[config.mk]
export PLATFORM = sky130hd
export DESIGN_NAME = eeprom_three_wire_port
export DESIGN_NICKNAME = d
export VERILOG_FILES = /design/src/eeprom_port_pkg.sv /design/src/eeprom_write_timer.sv /design/src/eeprom_cell_array.sv /design/src/eeprom_three_wire_port.sv
export SDC_FILE = /design/constraint.sdc
export NUM_CORES = 2
export LEC_CHECK = 0
export ABC_AREA = 1
export ABC_CLOCK_PERIOD_IN_PS = 9800
export BUFFER_PORTS_ARGS = -buffer_cell sky130_fd_sc_hd__buf_4
export CAP_MARGIN = 20
export CORE_MARGIN = 2
export CORE_UTILIZATION = 50
export CTS_BUF_LIST = sky130_fd_sc_hd__clkbuf_4
export DETAILED_ROUTE_END_ITERATION = 10
export HOLD_SLACK_MARGIN = 0.02
export PLACE_DENSITY = 0.68
export SETUP_SLACK_MARGIN = 0.2
export SYNTH_ARGS = -nofsm -noshare
export SYNTH_HDL_FRONTEND = slang
export SYNTH_SLANG_ARGS = --single-unit
[constraint.sdc]
create_clock -name clk -period 9.8 [get_ports clk]
set_clock_uncertainty 0.15 [all_clocks]
set_input_delay 1.96 -clock clk [delete_from_list [all_inputs] [get_ports clk]]
set_output_delay 1.96 -clock clk [all_outputs]
set_load 0.005 [all_outputs]
[src/eeprom_port_pkg.sv]
/*
 * Shared constants and carrier types for the three-wire EEPROM access port.
 * Assumes a 20 MHz core clock and an 8-bit core data path.
 */
package eeprom_port_pkg;

    // Location of the access register in the data memory.
    localparam logic [7:0] PIN_ACCESS_OFFSET = 8'h40;
    localparam logic [1:0] PIN_ACCESS_BANK   = 2'h1;

    // Bit positions inside the access register.
    localparam int CS_POS = 4;
    localparam int SK_POS = 5;
    localparam int DI_POS = 6;
    localparam int DO_POS = 7;

    // Value of the stored pin bits after reset.
    localparam logic CS_RESET = 1'h0;
    localparam logic SK_RESET = 1'h0;
    localparam logic DI_RESET = 1'h0;

    // Array geometry and serial field widths.
    localparam int ARRAY_DEPTH  = 256;
    localparam int ADDR_BITS    = 9;
    localparam logic [3:0] ADDR_LAST = 4'h8;
    localparam logic [3:0] OPC_LAST  = 4'h1;
    localparam logic [3:0] DATA_LAST = 4'h7;
    localparam logic [7:0] ERASED_BYTE = 8'hFF;

    // Two-bit opcodes after the start bit.
    localparam logic [1:0] OPC_READ   = 2'h2;
    localparam logic [1:0] OPC_WRITE  = 2'h1;
    localparam logic [1:0] OPC_ERASE  = 2'h3;
    localparam logic [1:0] OPC_GLOBAL = 2'h0;

    // Leading address bits that pick one of the four global instructions.
    localparam logic [1:0] SUB_PROGRAM_ENABLE  = 2'h3;
    localparam logic [1:0] SUB_PROGRAM_DISABLE = 2'h0;
    localparam logic [1:0] SUB_ERASE_ALL       = 2'h2;
    localparam logic [1:0] SUB_FILL_ALL        = 2'h1;

    // Self-timed program cycle; the count rounds up to whole clocks.
    localparam int CLK_PERIOD_NS    = 50;
    localparam int PROGRAM_CYCLE_NS = 5000000;
    localparam int PROGRAM_CYCLES   = (PROGRAM_CYCLE_NS + CLK_PERIOD_NS - 1) / CLK_PERIOD_NS;

    // Kind of self-timed program operation pending or running.
    typedef enum logic [2:0] {
        PK_NONE,
        PK_WRITE,
        PK_ERASE,
        PK_ERASE_ALL,
        PK_FILL_ALL
    } prog_kind_t;

    // One program operation handed to the cell array.
    typedef struct packed {
        prog_kind_t  kind;
        logic [7:0]  addr;
        logic [7:0]  data;
    } prog_op_t;

    // One core access to the data memory as seen by this block.
    typedef struct packed {
        logic        ind_wr;
        logic        ind_rd;
        logic [7:0]  pointer;
        logic [1:0]  bank;
        logic [7:0]  wdata;
    } core_req_t;

endpackage

[src/eeprom_write_timer.sv]
/*
 * Self-timed program cycle counter for the EEPROM.
 * Assumes start is a one-cycle pulse from the same clock domain.
 */
`timescale 1ns/1ns
module eeprom_write_timer #(
    parameter int CYCLES = eeprom_port_pkg::PROGRAM_CYCLES
) (
    input  wire logic clk,
    input  wire logic rst,
    input  wire logic ce,
    input  wire logic start,
    output logic      busy,
    output logic      done
);

    logic [31:0] cnt_q;   // Cycles left in the running program cycle.
    logic [31:0] cnt_d;   // Next value of the counter.
    logic        done_q;  // One-cycle pulse at the end of a cycle.
    logic        done_d;  // Next value of the end pulse.

    // Count down while busy; a start while busy is ignored by the caller.
    always_comb
    begin
        cnt_d  = cnt_q;
        done_d = 1'b0;
        if (start)
        begin
            cnt_d = 32'(CYCLES);
        end
        else if (cnt_q != 32'h0)
        begin
            cnt_d  = cnt_q - 32'h1;
            done_d = (cnt_q == 32'h1);
        end
    end

    // Registers only.
    always_ff @(posedge clk)
    begin
        if (rst)
        begin
            cnt_q  <= 32'h0;
            done_q <= 1'b0;
        end
        else if (ce)
        begin
            cnt_q  <= cnt_d;
            done_q <= done_d;
        end
    end

    assign busy = (cnt_q != 32'h0);
    assign done = done_q;

endmodule // eeprom_write_timer

[src/eeprom_cell_array.sv]
/*
 * The 256-byte EEPROM cell array with single-byte and whole-array updates.
 * Assumes commit is a one-cycle pulse; contents are not touched by reset.
 */
`timescale 1ns/1ns
module eeprom_cell_array (
    input  wire logic                      clk,
    input  wire logic                      ce,
    input  wire logic                      commit,
    input  wire eeprom_port_pkg::prog_op_t op,
    input  wire logic [7:0]                rd_addr,
    output logic [7:0]                     rd_data
);

    logic [7:0] cell_q [eeprom_port_pkg::ARRAY_DEPTH]; // Stored bytes.

    // Each byte decides on its own whether a committed operation hits it.
    genvar gi;
    generate
        for (gi = 0; gi < eeprom_port_pkg::ARRAY_DEPTH; gi++)
        begin : g_cell
            logic [7:0] cell_d; // Next value of this byte.
            always_comb
            begin
                cell_d = cell_q[gi];
                if (commit)
                begin
                    case (op.kind)
                        eeprom_port_pkg::PK_WRITE:
                            if (op.addr == 8'(gi)) cell_d = op.data;
                        eeprom_port_pkg::PK_ERASE:
                            if (op.addr == 8'(gi)) cell_d = eeprom_port_pkg::ERASED_BYTE;
                        eeprom_port_pkg::PK_ERASE_ALL: cell_d = eeprom_port_pkg::ERASED_BYTE;
                        eeprom_port_pkg::PK_FILL_ALL:  cell_d = op.data;
                        default:                       cell_d = cell_q[gi];
                    endcase
                end
            end
            // Nonvolatile storage: no reset, only the clock enable.
            always_ff @(posedge clk)
            begin
                if (ce)
                begin
                    cell_q[gi] <= cell_d;
                end
            end
        end
    endgenerate

    assign rd_data = cell_q[rd_addr];

endmodule // eeprom_cell_array

[src/eeprom_three_wire_port.sv]
/*
 * Access register and serial instruction engine of the internal EEPROM.
 * Assumes the core presents indirect accesses through its second pointer as
 * one-cycle strobes on the same clock; there are no pins from outside.
 */
`timescale 1ns/1ns

// Operation
// - Bits 0 to 3 read as zero
// - Bit 4 is the chip select
// - Bit 5 is the shift clock
// - Bit 6 carries serial input bits
// - Bit 7 reads the serial output
// - Read bits appear after each clock rise
// - Output floats unless reading or reporting status
// - Input bit captured on clock rise
// - Register at 40h, bank 1, indirect only
// - Array holds 256 bytes, not mapped
// - Exactly seven serial instructions supported
// - Start bit, two-bit opcode, nine address bits
// - Global group chosen by two address bits
// - Read: dummy zero, then auto-increment bytes
// - Self-timed program cycle; busy low, ready high
module eeprom_three_wire_port #(
    parameter int PROGRAM_CYCLES = eeprom_port_pkg::PROGRAM_CYCLES
) (
    input  wire logic                       clk,
    input  wire logic                       rst,
    input  wire logic                       ce,
    input  wire eeprom_port_pkg::core_req_t req,
    output logic [7:0]                      rdata,
    output logic                            chip_select_bit,
    output logic                            shift_clock_bit,
    output logic                            serial_in_bit,
    output logic                            serial_out_bit,
    output logic                            serial_out_oe,
    output logic                            program_busy
);

    // Instruction engine states.
    typedef enum logic [2:0] {
        ST_IDLE,
        ST_OPC,
        ST_ADDR,
        ST_DATA,
        ST_READ,
        ST_DONE
    } state_t;

    state_t                    state_q;    // Engine state.
    state_t                    state_d;    // Next engine state.
    logic                      cs_q;       // Stored chip select bit.
    logic                      cs_d;       // Next chip select bit.
    logic                      sk_q;       // Stored shift clock bit.
    logic                      sk_d;       // Next shift clock bit.
    logic                      di_q;       // Stored serial input bit.
    logic                      di_d;       // Next serial input bit.
    logic [1:0]                opc_q;      // Received opcode.
    logic [1:0]                opc_d;      // Next opcode.
    logic [8:0]                addr_q;     // Received or running address.
    logic [8:0]                addr_d;     // Next address.
    logic [7:0]                data_q;     // Received write data.
    logic [7:0]                data_d;     // Next write data.
    logic [3:0]                cnt_q;      // Bits taken in the current field.
    logic [3:0]                cnt_d;      // Next bit count.
    logic [2:0]                bit_q;      // Bit of the byte being read out.
    logic [2:0]                bit_d;      // Next read bit.
    logic                      do_q;       // Serial output bit while reading.
    logic                      do_d;       // Next serial output bit.
    logic                      rd_oe_q;    // Output driven by a read.
    logic                      rd_oe_d;    // Next read drive.
    logic                      status_q;   // Status report armed.
    logic                      status_d;   // Next status flag.
    logic                      enable_q;   // Program operations allowed.
    logic                      enable_d;   // Next program enable.
    eeprom_port_pkg::prog_kind_t pend_q;   // Operation waiting for select low.
    eeprom_port_pkg::prog_kind_t pend_d;   // Next pending operation.
    eeprom_port_pkg::prog_op_t run_q;      // Operation in the timed cycle.
    eeprom_port_pkg::prog_op_t run_d;      // Next running operation.
    logic [7:0]                rdata_q;    // Registered read data.
    logic [7:0]                rdata_d;    // Next read data.
    logic                      hit;        // Access addresses the register.
    logic                      wr_hit;     // Write to the register.
    logic                      rd_hit;     // Read of the register.
    logic                      sk_rise;    // Shift clock edge from software.
    logic                      cs_fall;    // Select dropped by software.
    logic                      go;         // Start a timed program cycle.
    logic                      done;       // Timed program cycle finished.
    logic                      status_on;  // Output shows busy or ready.
    logic                      do_bit;     // Level of the serial output.
    logic [7:0]                mem_rdata;  // Byte at the read address.
    logic [8:0]                full_addr;  // Address with the newest bit.

    // Decode an indirect access through the second pointer.
    // Bank 1, offset 40h
    assign hit    = (req.pointer == eeprom_port_pkg::PIN_ACCESS_OFFSET)
                    && (req.bank == eeprom_port_pkg::PIN_ACCESS_BANK);
    assign wr_hit = req.ind_wr && hit;
    assign rd_hit = req.ind_rd && hit;

    assign sk_rise   = wr_hit && req.wdata[eeprom_port_pkg::SK_POS] && !sk_q;
    assign cs_fall   = wr_hit && !req.wdata[eeprom_port_pkg::CS_POS] && cs_q;
    assign full_addr = {addr_q[7:0], req.wdata[eeprom_port_pkg::DI_POS]};

    assign status_on = status_q && cs_q;
    assign do_bit    = status_on ? !program_busy : do_q;

    // The engine; every step happens on a software register write.
    always_comb
    begin
        state_d  = state_q;
        cs_d     = cs_q;
        sk_d     = sk_q;
        di_d     = di_q;
        opc_d    = opc_q;
        addr_d   = addr_q;
        data_d   = data_q;
        cnt_d    = cnt_q;
        bit_d    = bit_q;
        do_d     = do_q;
        rd_oe_d  = rd_oe_q;
        status_d = status_q;
        enable_d = enable_q;
        pend_d   = pend_q;
        run_d    = run_q;
        go       = 1'b0;
        if (wr_hit)
        begin
            cs_d = req.wdata[eeprom_port_pkg::CS_POS];
            sk_d = req.wdata[eeprom_port_pkg::SK_POS];
            di_d = req.wdata[eeprom_port_pkg::DI_POS];
        end
        if (cs_fall)
        begin
            // Dropping select ends any instruction and stops a read.
            state_d = ST_IDLE;
            rd_oe_d = 1'b0;
            pend_d  = eeprom_port_pkg::PK_NONE;
            if (state_q == ST_DONE && pend_q != eeprom_port_pkg::PK_NONE
                && enable_q && !program_busy)
            begin
                go          = 1'b1;
                run_d.kind  = pend_q;
                run_d.addr  = addr_q[7:0];
                run_d.data  = data_q;
            end
            // Keep the report armed while the cycle still runs.
            status_d = go || (status_q && program_busy);
        end
        else if (sk_rise && req.wdata[eeprom_port_pkg::CS_POS] && !program_busy)
        begin
            case (state_q)
                ST_IDLE:
                    if (req.wdata[eeprom_port_pkg::DI_POS])
                    begin
                        state_d  = ST_OPC;
                        cnt_d    = 4'h0;
                        status_d = 1'b0;
                    end
                ST_OPC:
                begin
                    opc_d = {opc_q[0], req.wdata[eeprom_port_pkg::DI_POS]};
                    cnt_d = cnt_q + 4'h1;
                    if (cnt_q == eeprom_port_pkg::OPC_LAST)
                    begin
                        state_d = ST_ADDR;
                        cnt_d   = 4'h0;
                    end
                end
                ST_ADDR:
                begin
                    addr_d = full_addr;
                    cnt_d  = cnt_q + 4'h1;
                    if (cnt_q == eeprom_port_pkg::ADDR_LAST)
                    begin
                        cnt_d   = 4'h0;
                        state_d = ST_DONE;
                        case (opc_q)
                            eeprom_port_pkg::OPC_READ:
                            begin
                                state_d = ST_READ;
                                rd_oe_d = 1'b1;
                                do_d    = 1'b0;
                                bit_d   = 3'h0;
                            end
                            eeprom_port_pkg::OPC_WRITE:
                                state_d = ST_DATA;
                            eeprom_port_pkg::OPC_ERASE:
                                pend_d = eeprom_port_pkg::PK_ERASE;
                            default:
                                case (full_addr[8:7])
                                    eeprom_port_pkg::SUB_PROGRAM_ENABLE:  enable_d = 1'b1;
                                    eeprom_port_pkg::SUB_PROGRAM_DISABLE: enable_d = 1'b0;
                                    eeprom_port_pkg::SUB_ERASE_ALL:
                                        pend_d = eeprom_port_pkg::PK_ERASE_ALL;
                                    default:
                                        state_d = ST_DATA;
                                endcase
                        endcase
                    end
                end
                ST_DATA:
                begin
                    data_d = {data_q[6:0], req.wdata[eeprom_port_pkg::DI_POS]};
                    cnt_d  = cnt_q + 4'h1;
                    if (cnt_q == eeprom_port_pkg::DATA_LAST)
                    begin
                        state_d = ST_DONE;
                        pend_d  = (opc_q == eeprom_port_pkg::OPC_WRITE)
                                  ? eeprom_port_pkg::PK_WRITE : eeprom_port_pkg::PK_FILL_ALL;
                    end
                end
                ST_READ:
                begin
                    do_d = mem_rdata[3'h7 - bit_q];
                    bit_d = bit_q + 3'h1;
                    if (bit_q == 3'h7)
                    begin
                        addr_d = {1'b0, addr_q[7:0] + 8'h1};
                    end
                end
                ST_DONE:
                    // Extra clocks after a complete instruction are ignored.
                    state_d = ST_DONE;
                default:
                    state_d = ST_IDLE;
            endcase
        end
    end

    // Read data is built the cycle the read strobe arrives.
    always_comb
    begin
        rdata_d = rdata_q;
        if (rd_hit)
        begin
            rdata_d = {serial_out_oe && do_bit, di_q, sk_q, cs_q, 4'h0};
        end
    end

    // Registers only.
    always_ff @(posedge clk)
    begin
        if (rst)
        begin
            state_q  <= ST_IDLE;
            cs_q     <= eeprom_port_pkg::CS_RESET;
            sk_q     <= eeprom_port_pkg::SK_RESET;
            di_q     <= eeprom_port_pkg::DI_RESET;
            opc_q    <= 2'h0;
            addr_q   <= 9'h000;
            data_q   <= 8'h00;
            cnt_q    <= 4'h0;
            bit_q    <= 3'h0;
            do_q     <= 1'b0;
            rd_oe_q  <= 1'b0;
            status_q <= 1'b0;
            enable_q <= 1'b0;
            pend_q   <= eeprom_port_pkg::PK_NONE;
            run_q    <= '0;
            rdata_q  <= 8'h00;
        end
        else if (ce)
        begin
            state_q  <= state_d;
            cs_q     <= cs_d;
            sk_q     <= sk_d;
            di_q     <= di_d;
            opc_q    <= opc_d;
            addr_q   <= addr_d;
            data_q   <= data_d;
            cnt_q    <= cnt_d;
            bit_q    <= bit_d;
            do_q     <= do_d;
            rd_oe_q  <= rd_oe_d;
            status_q <= status_d;
            enable_q <= enable_d;
            pend_q   <= pend_d;
            run_q    <= run_d;
            rdata_q  <= rdata_d;
        end
    end

    eeprom_write_timer #(
        .CYCLES (PROGRAM_CYCLES)
    ) u_timer (
        .clk   (clk),
        .rst   (rst),
        .ce    (ce),
        .start (go),
        .busy  (program_busy),
        .done  (done)
    );

    eeprom_cell_array u_cells (
        .clk     (clk),
        .ce      (ce),
        .commit  (done),
        .op      (run_q),
        .rd_addr (addr_q[7:0]),
        .rd_data (mem_rdata)
    );

    assign rdata           = rdata_q;
    assign chip_select_bit = cs_q;
    assign shift_clock_bit = sk_q;
    assign serial_in_bit   = di_q;
    assign serial_out_oe   = rd_oe_q || status_on;
    assign serial_out_bit  = serial_out_oe && do_bit;
endmodule // eeprom_three_wire_port

==> impl_results.md <==
* Outcome: complete, no violations
* Gp weighted congestion at 0.923
* Fin nets at 8,149
* Die area at 182,000 um^2
* Most frequent cells in the layout: nand2_1 (2,397), nand3_1 (2,068), edfxtp_1 (2,048)
* FF/Latch Area at 63,600 um^2
* Kind of start point of the critical path: register
* Starting density of the core at 0.502
* CTS Buf Count at 560
* Die X at 427 um
* Peak supply drop at 0.107 mV
* Post-DP HPWL at 127 mm
* Count of pins over their slew limit at 0
* Yosys warns at 0
* Async SR Flop Fraction at 0
* DRC viols at 0
* Area occupied by multi-input gates at 23,000 um^2
* I/O pins at 37
* Largest net degree at the start of global routing at 209
* Hold WC Path Type: reg -> reg
* Max-Cap Viols at 0
* Number of fill cells at 15,100
* Register area share after synthesis at 0.712
* CP required at 10.96 ns
* Post-CTS Resized at 0
* Critical path class: reg -> reg
* Synth area leader: edfxtp_1
* #FFs+latches synth at 2,150
* 1st-iter DRT viols at 6,759
* Clock transition at path regs at 0.06 ns
* Post-CTS Hold Fix Bufs at 0
* P&R area growth vs syn at 9.54%
* RSZ-0062 raised after global routing: false
* Synth top area share at 0.689
* Min cycle time layout at 5.04 ns
* Final wirelength at 238 mm
* P_leak at 0.0350 uW
* DR vias at 62,400
* Vias in the first global route at 60,100
* Core area at 178,000 um^2
* Fmax at 198 MHz
* WL/cell at 22.0 um
* Cell Area, Synth at 89,300 um^2
* PwrDens at 180 nW/um^2
* Max clock buf depth at 4
* Total track usage at 0.258
* Grt ovf at 0
* Worst-path maximum fanout at 126
* IO Port Bufs at 27
* Worst-Margin Slew at 1.15 ns
* Critical Path AT at 6.19 ns
* Final Hold Viols at 0
* Post-Syn Instances at 7,973
* Hold_ws at 0.319 ns
* # rows at 155
* Rel. slew slack at 0.232
* Clock Latency Late Sink at 1.40 ns
* # setup viols final at 0
* Commonest non-fill, non-tap cell in the layout: nand2_1
* Clock Sinks at 2,150
* Dominant cells by area after synthesis: edfxtp_1 (69%), nand3_1 (12%), nand2_1 (10%)
* Post-synth EDFFs at 2,048
* Count of cell types in the netlist at 45
* TritonCTS clock tree: yes
* First-pass GRT wire length at 356 mm
* DRT antenna net count at 0
* Root Driver: clkbuf_4
* First-pass DRT Iterations at 8
* Setup TNS at 0 ns
* Proportion of layout cells with a drive suffix above 1 at 0.121
* Die height at 427 um
* Syn_area_per_cell at 11.2 um^2
* Post-CTS Setup Repair Bufs at 0
* DR vias/cell at 5.76
* Synth Flop Type: edfxtp_1
* H-tree Lvls at 6
* Period utilization at 0.514
* Initial antenna violation count at 7
* Worst setup EP type: register
-- worst max-delay path: stages, from the launching register on --
cell and delay, ns:
dfxtp_4 0.50, inv_8 0.68, buf_4 0.69, buf_4 0.63
nand2_1 0.13, nand3_1 0.11, nand3_1 0.10, nand3_1 0.15
nand3_1 0.15, nand3_1 0.31, nand3_1 0.24, nand3_1 0.13
nand3_1 0.08, nand3_1 0.10, nand3_1 0.06, nand2_1 0.28
nand2_1 0.10, a21oi_1 0.13
-- synth_stat cells (30+ instances only) --
| cell type | n |
|---|---|
| buf_1 | 73 |
| o21ai_0 | 73 |
| edfxtp_1 | 2048 |
| inv_1 | 123 |
| clkbuf_1 | 247 |
| buf_4 | 30 |
| buf_2 | 207 |
| dfxtp_1 | 102 |
| a21oi_1 | 331 |
| nor3_1 | 32 |
| nand2_1 | 2405 |
| nand3_1 | 2069 |
| nor2_1 | 135 |
-- cell type report --
class,instances,share of cell area
sequential,2150,0.650
multi-input combinational,5135,0.235
clock buffer,804,0.0617
tap,2355,0.0301
timing repair buffer,129,0.0120
clock inverter,99,0.00550
inverter,134,0.00540
antenna,14,0.000358
-- through the flow --
| stage | instance area (um^2) | cells | worst slack [ns] | total power [uW] | utilization |
|---|---|---|---|---|---|
| 6_report | 97800 | 10800 | 4.76 | 17600 | 0.549 |
| 5_1_grt | 97800 | 10800 | 4.56 | 18200 | 0.549 |
| 4_1_cts | 97700 | 10800 | 4.71 | 17700 | 0.549 |
| 3_5_place_dp | 91200 | 9899 | 4.91 | 10400 | 0.512 |
| 3_3_place_gp | 91100 | 9898 | 4.96 | 10400 | 0.512 |
| 2_1_floorplan | 89300 | 7976 | 5.31 | 10400 | - |
-- kinds of logic after synthesis --
logic type / count (synthesis) / synth area share
buffers and inverters: 691 / 0.0332
XOR/XNOR: 3 / 0.000294
other: 1 / 0.0000420
flip-flops: 2150 / 0.712
AO/OA/AOI/OAI: 434 / 0.0249
adder cells (fa/ha/maj): 16 / 0.00224
AND/OR/NAND/NOR: 4678 / 0.228
-- layer usage --
metal  global-route usage  vias to the layer above  wire length, um
met5                    0                        -                9
met4                0.111                        2             8680
met3               0.0623                      527            24600
met2                0.404                     3335           111000
met1                0.345                    29700            93300
li1                     -                    28800                -
-- registers in the layout, indices dropped and copies added, names as in the netlist, 2 cells and up, named ones only --
name	count
pend_q	3
state_q	3
bit_q	3
data_q	8
opc_q	2
run_q	19
u_cells.cell_q	2048
addr_q	8
u_timer.cnt_q	32
rdata	4
cnt_q	4
-- where the power goes --
group	switching (uW)	leakage (uW)	internal, uW
Clock	3480	0.00399	3890
Combinational	188	0.0113	95.7
Sequential	24.1	0.0197	9920
Total	3690	0.0350	13900
-- worst paths after layout --
| kind | from | to | slack [ns] | depth (start not counted) |
|---|---|---|---|---|
| min | u_timer.cnt_q[30]$_SDFFE_PP0P_ | u_timer.cnt_q[30]$_SDFFE_PP0P_ | 0.32 | 2 |
| max reg2reg | register | do_q$_SDFFE_PP0P_ | 4.76 | 17 |
| max | register | do_q$_SDFFE_PP0P_ | 4.76 | 17 |
| min reg2reg | u_timer.cnt_q[30]$_SDFFE_PP0P_ | u_timer.cnt_q[30]$_SDFFE_PP0P_ | 0.32 | 2 |
Note: power is estimated with default switching activity, not from simulation.
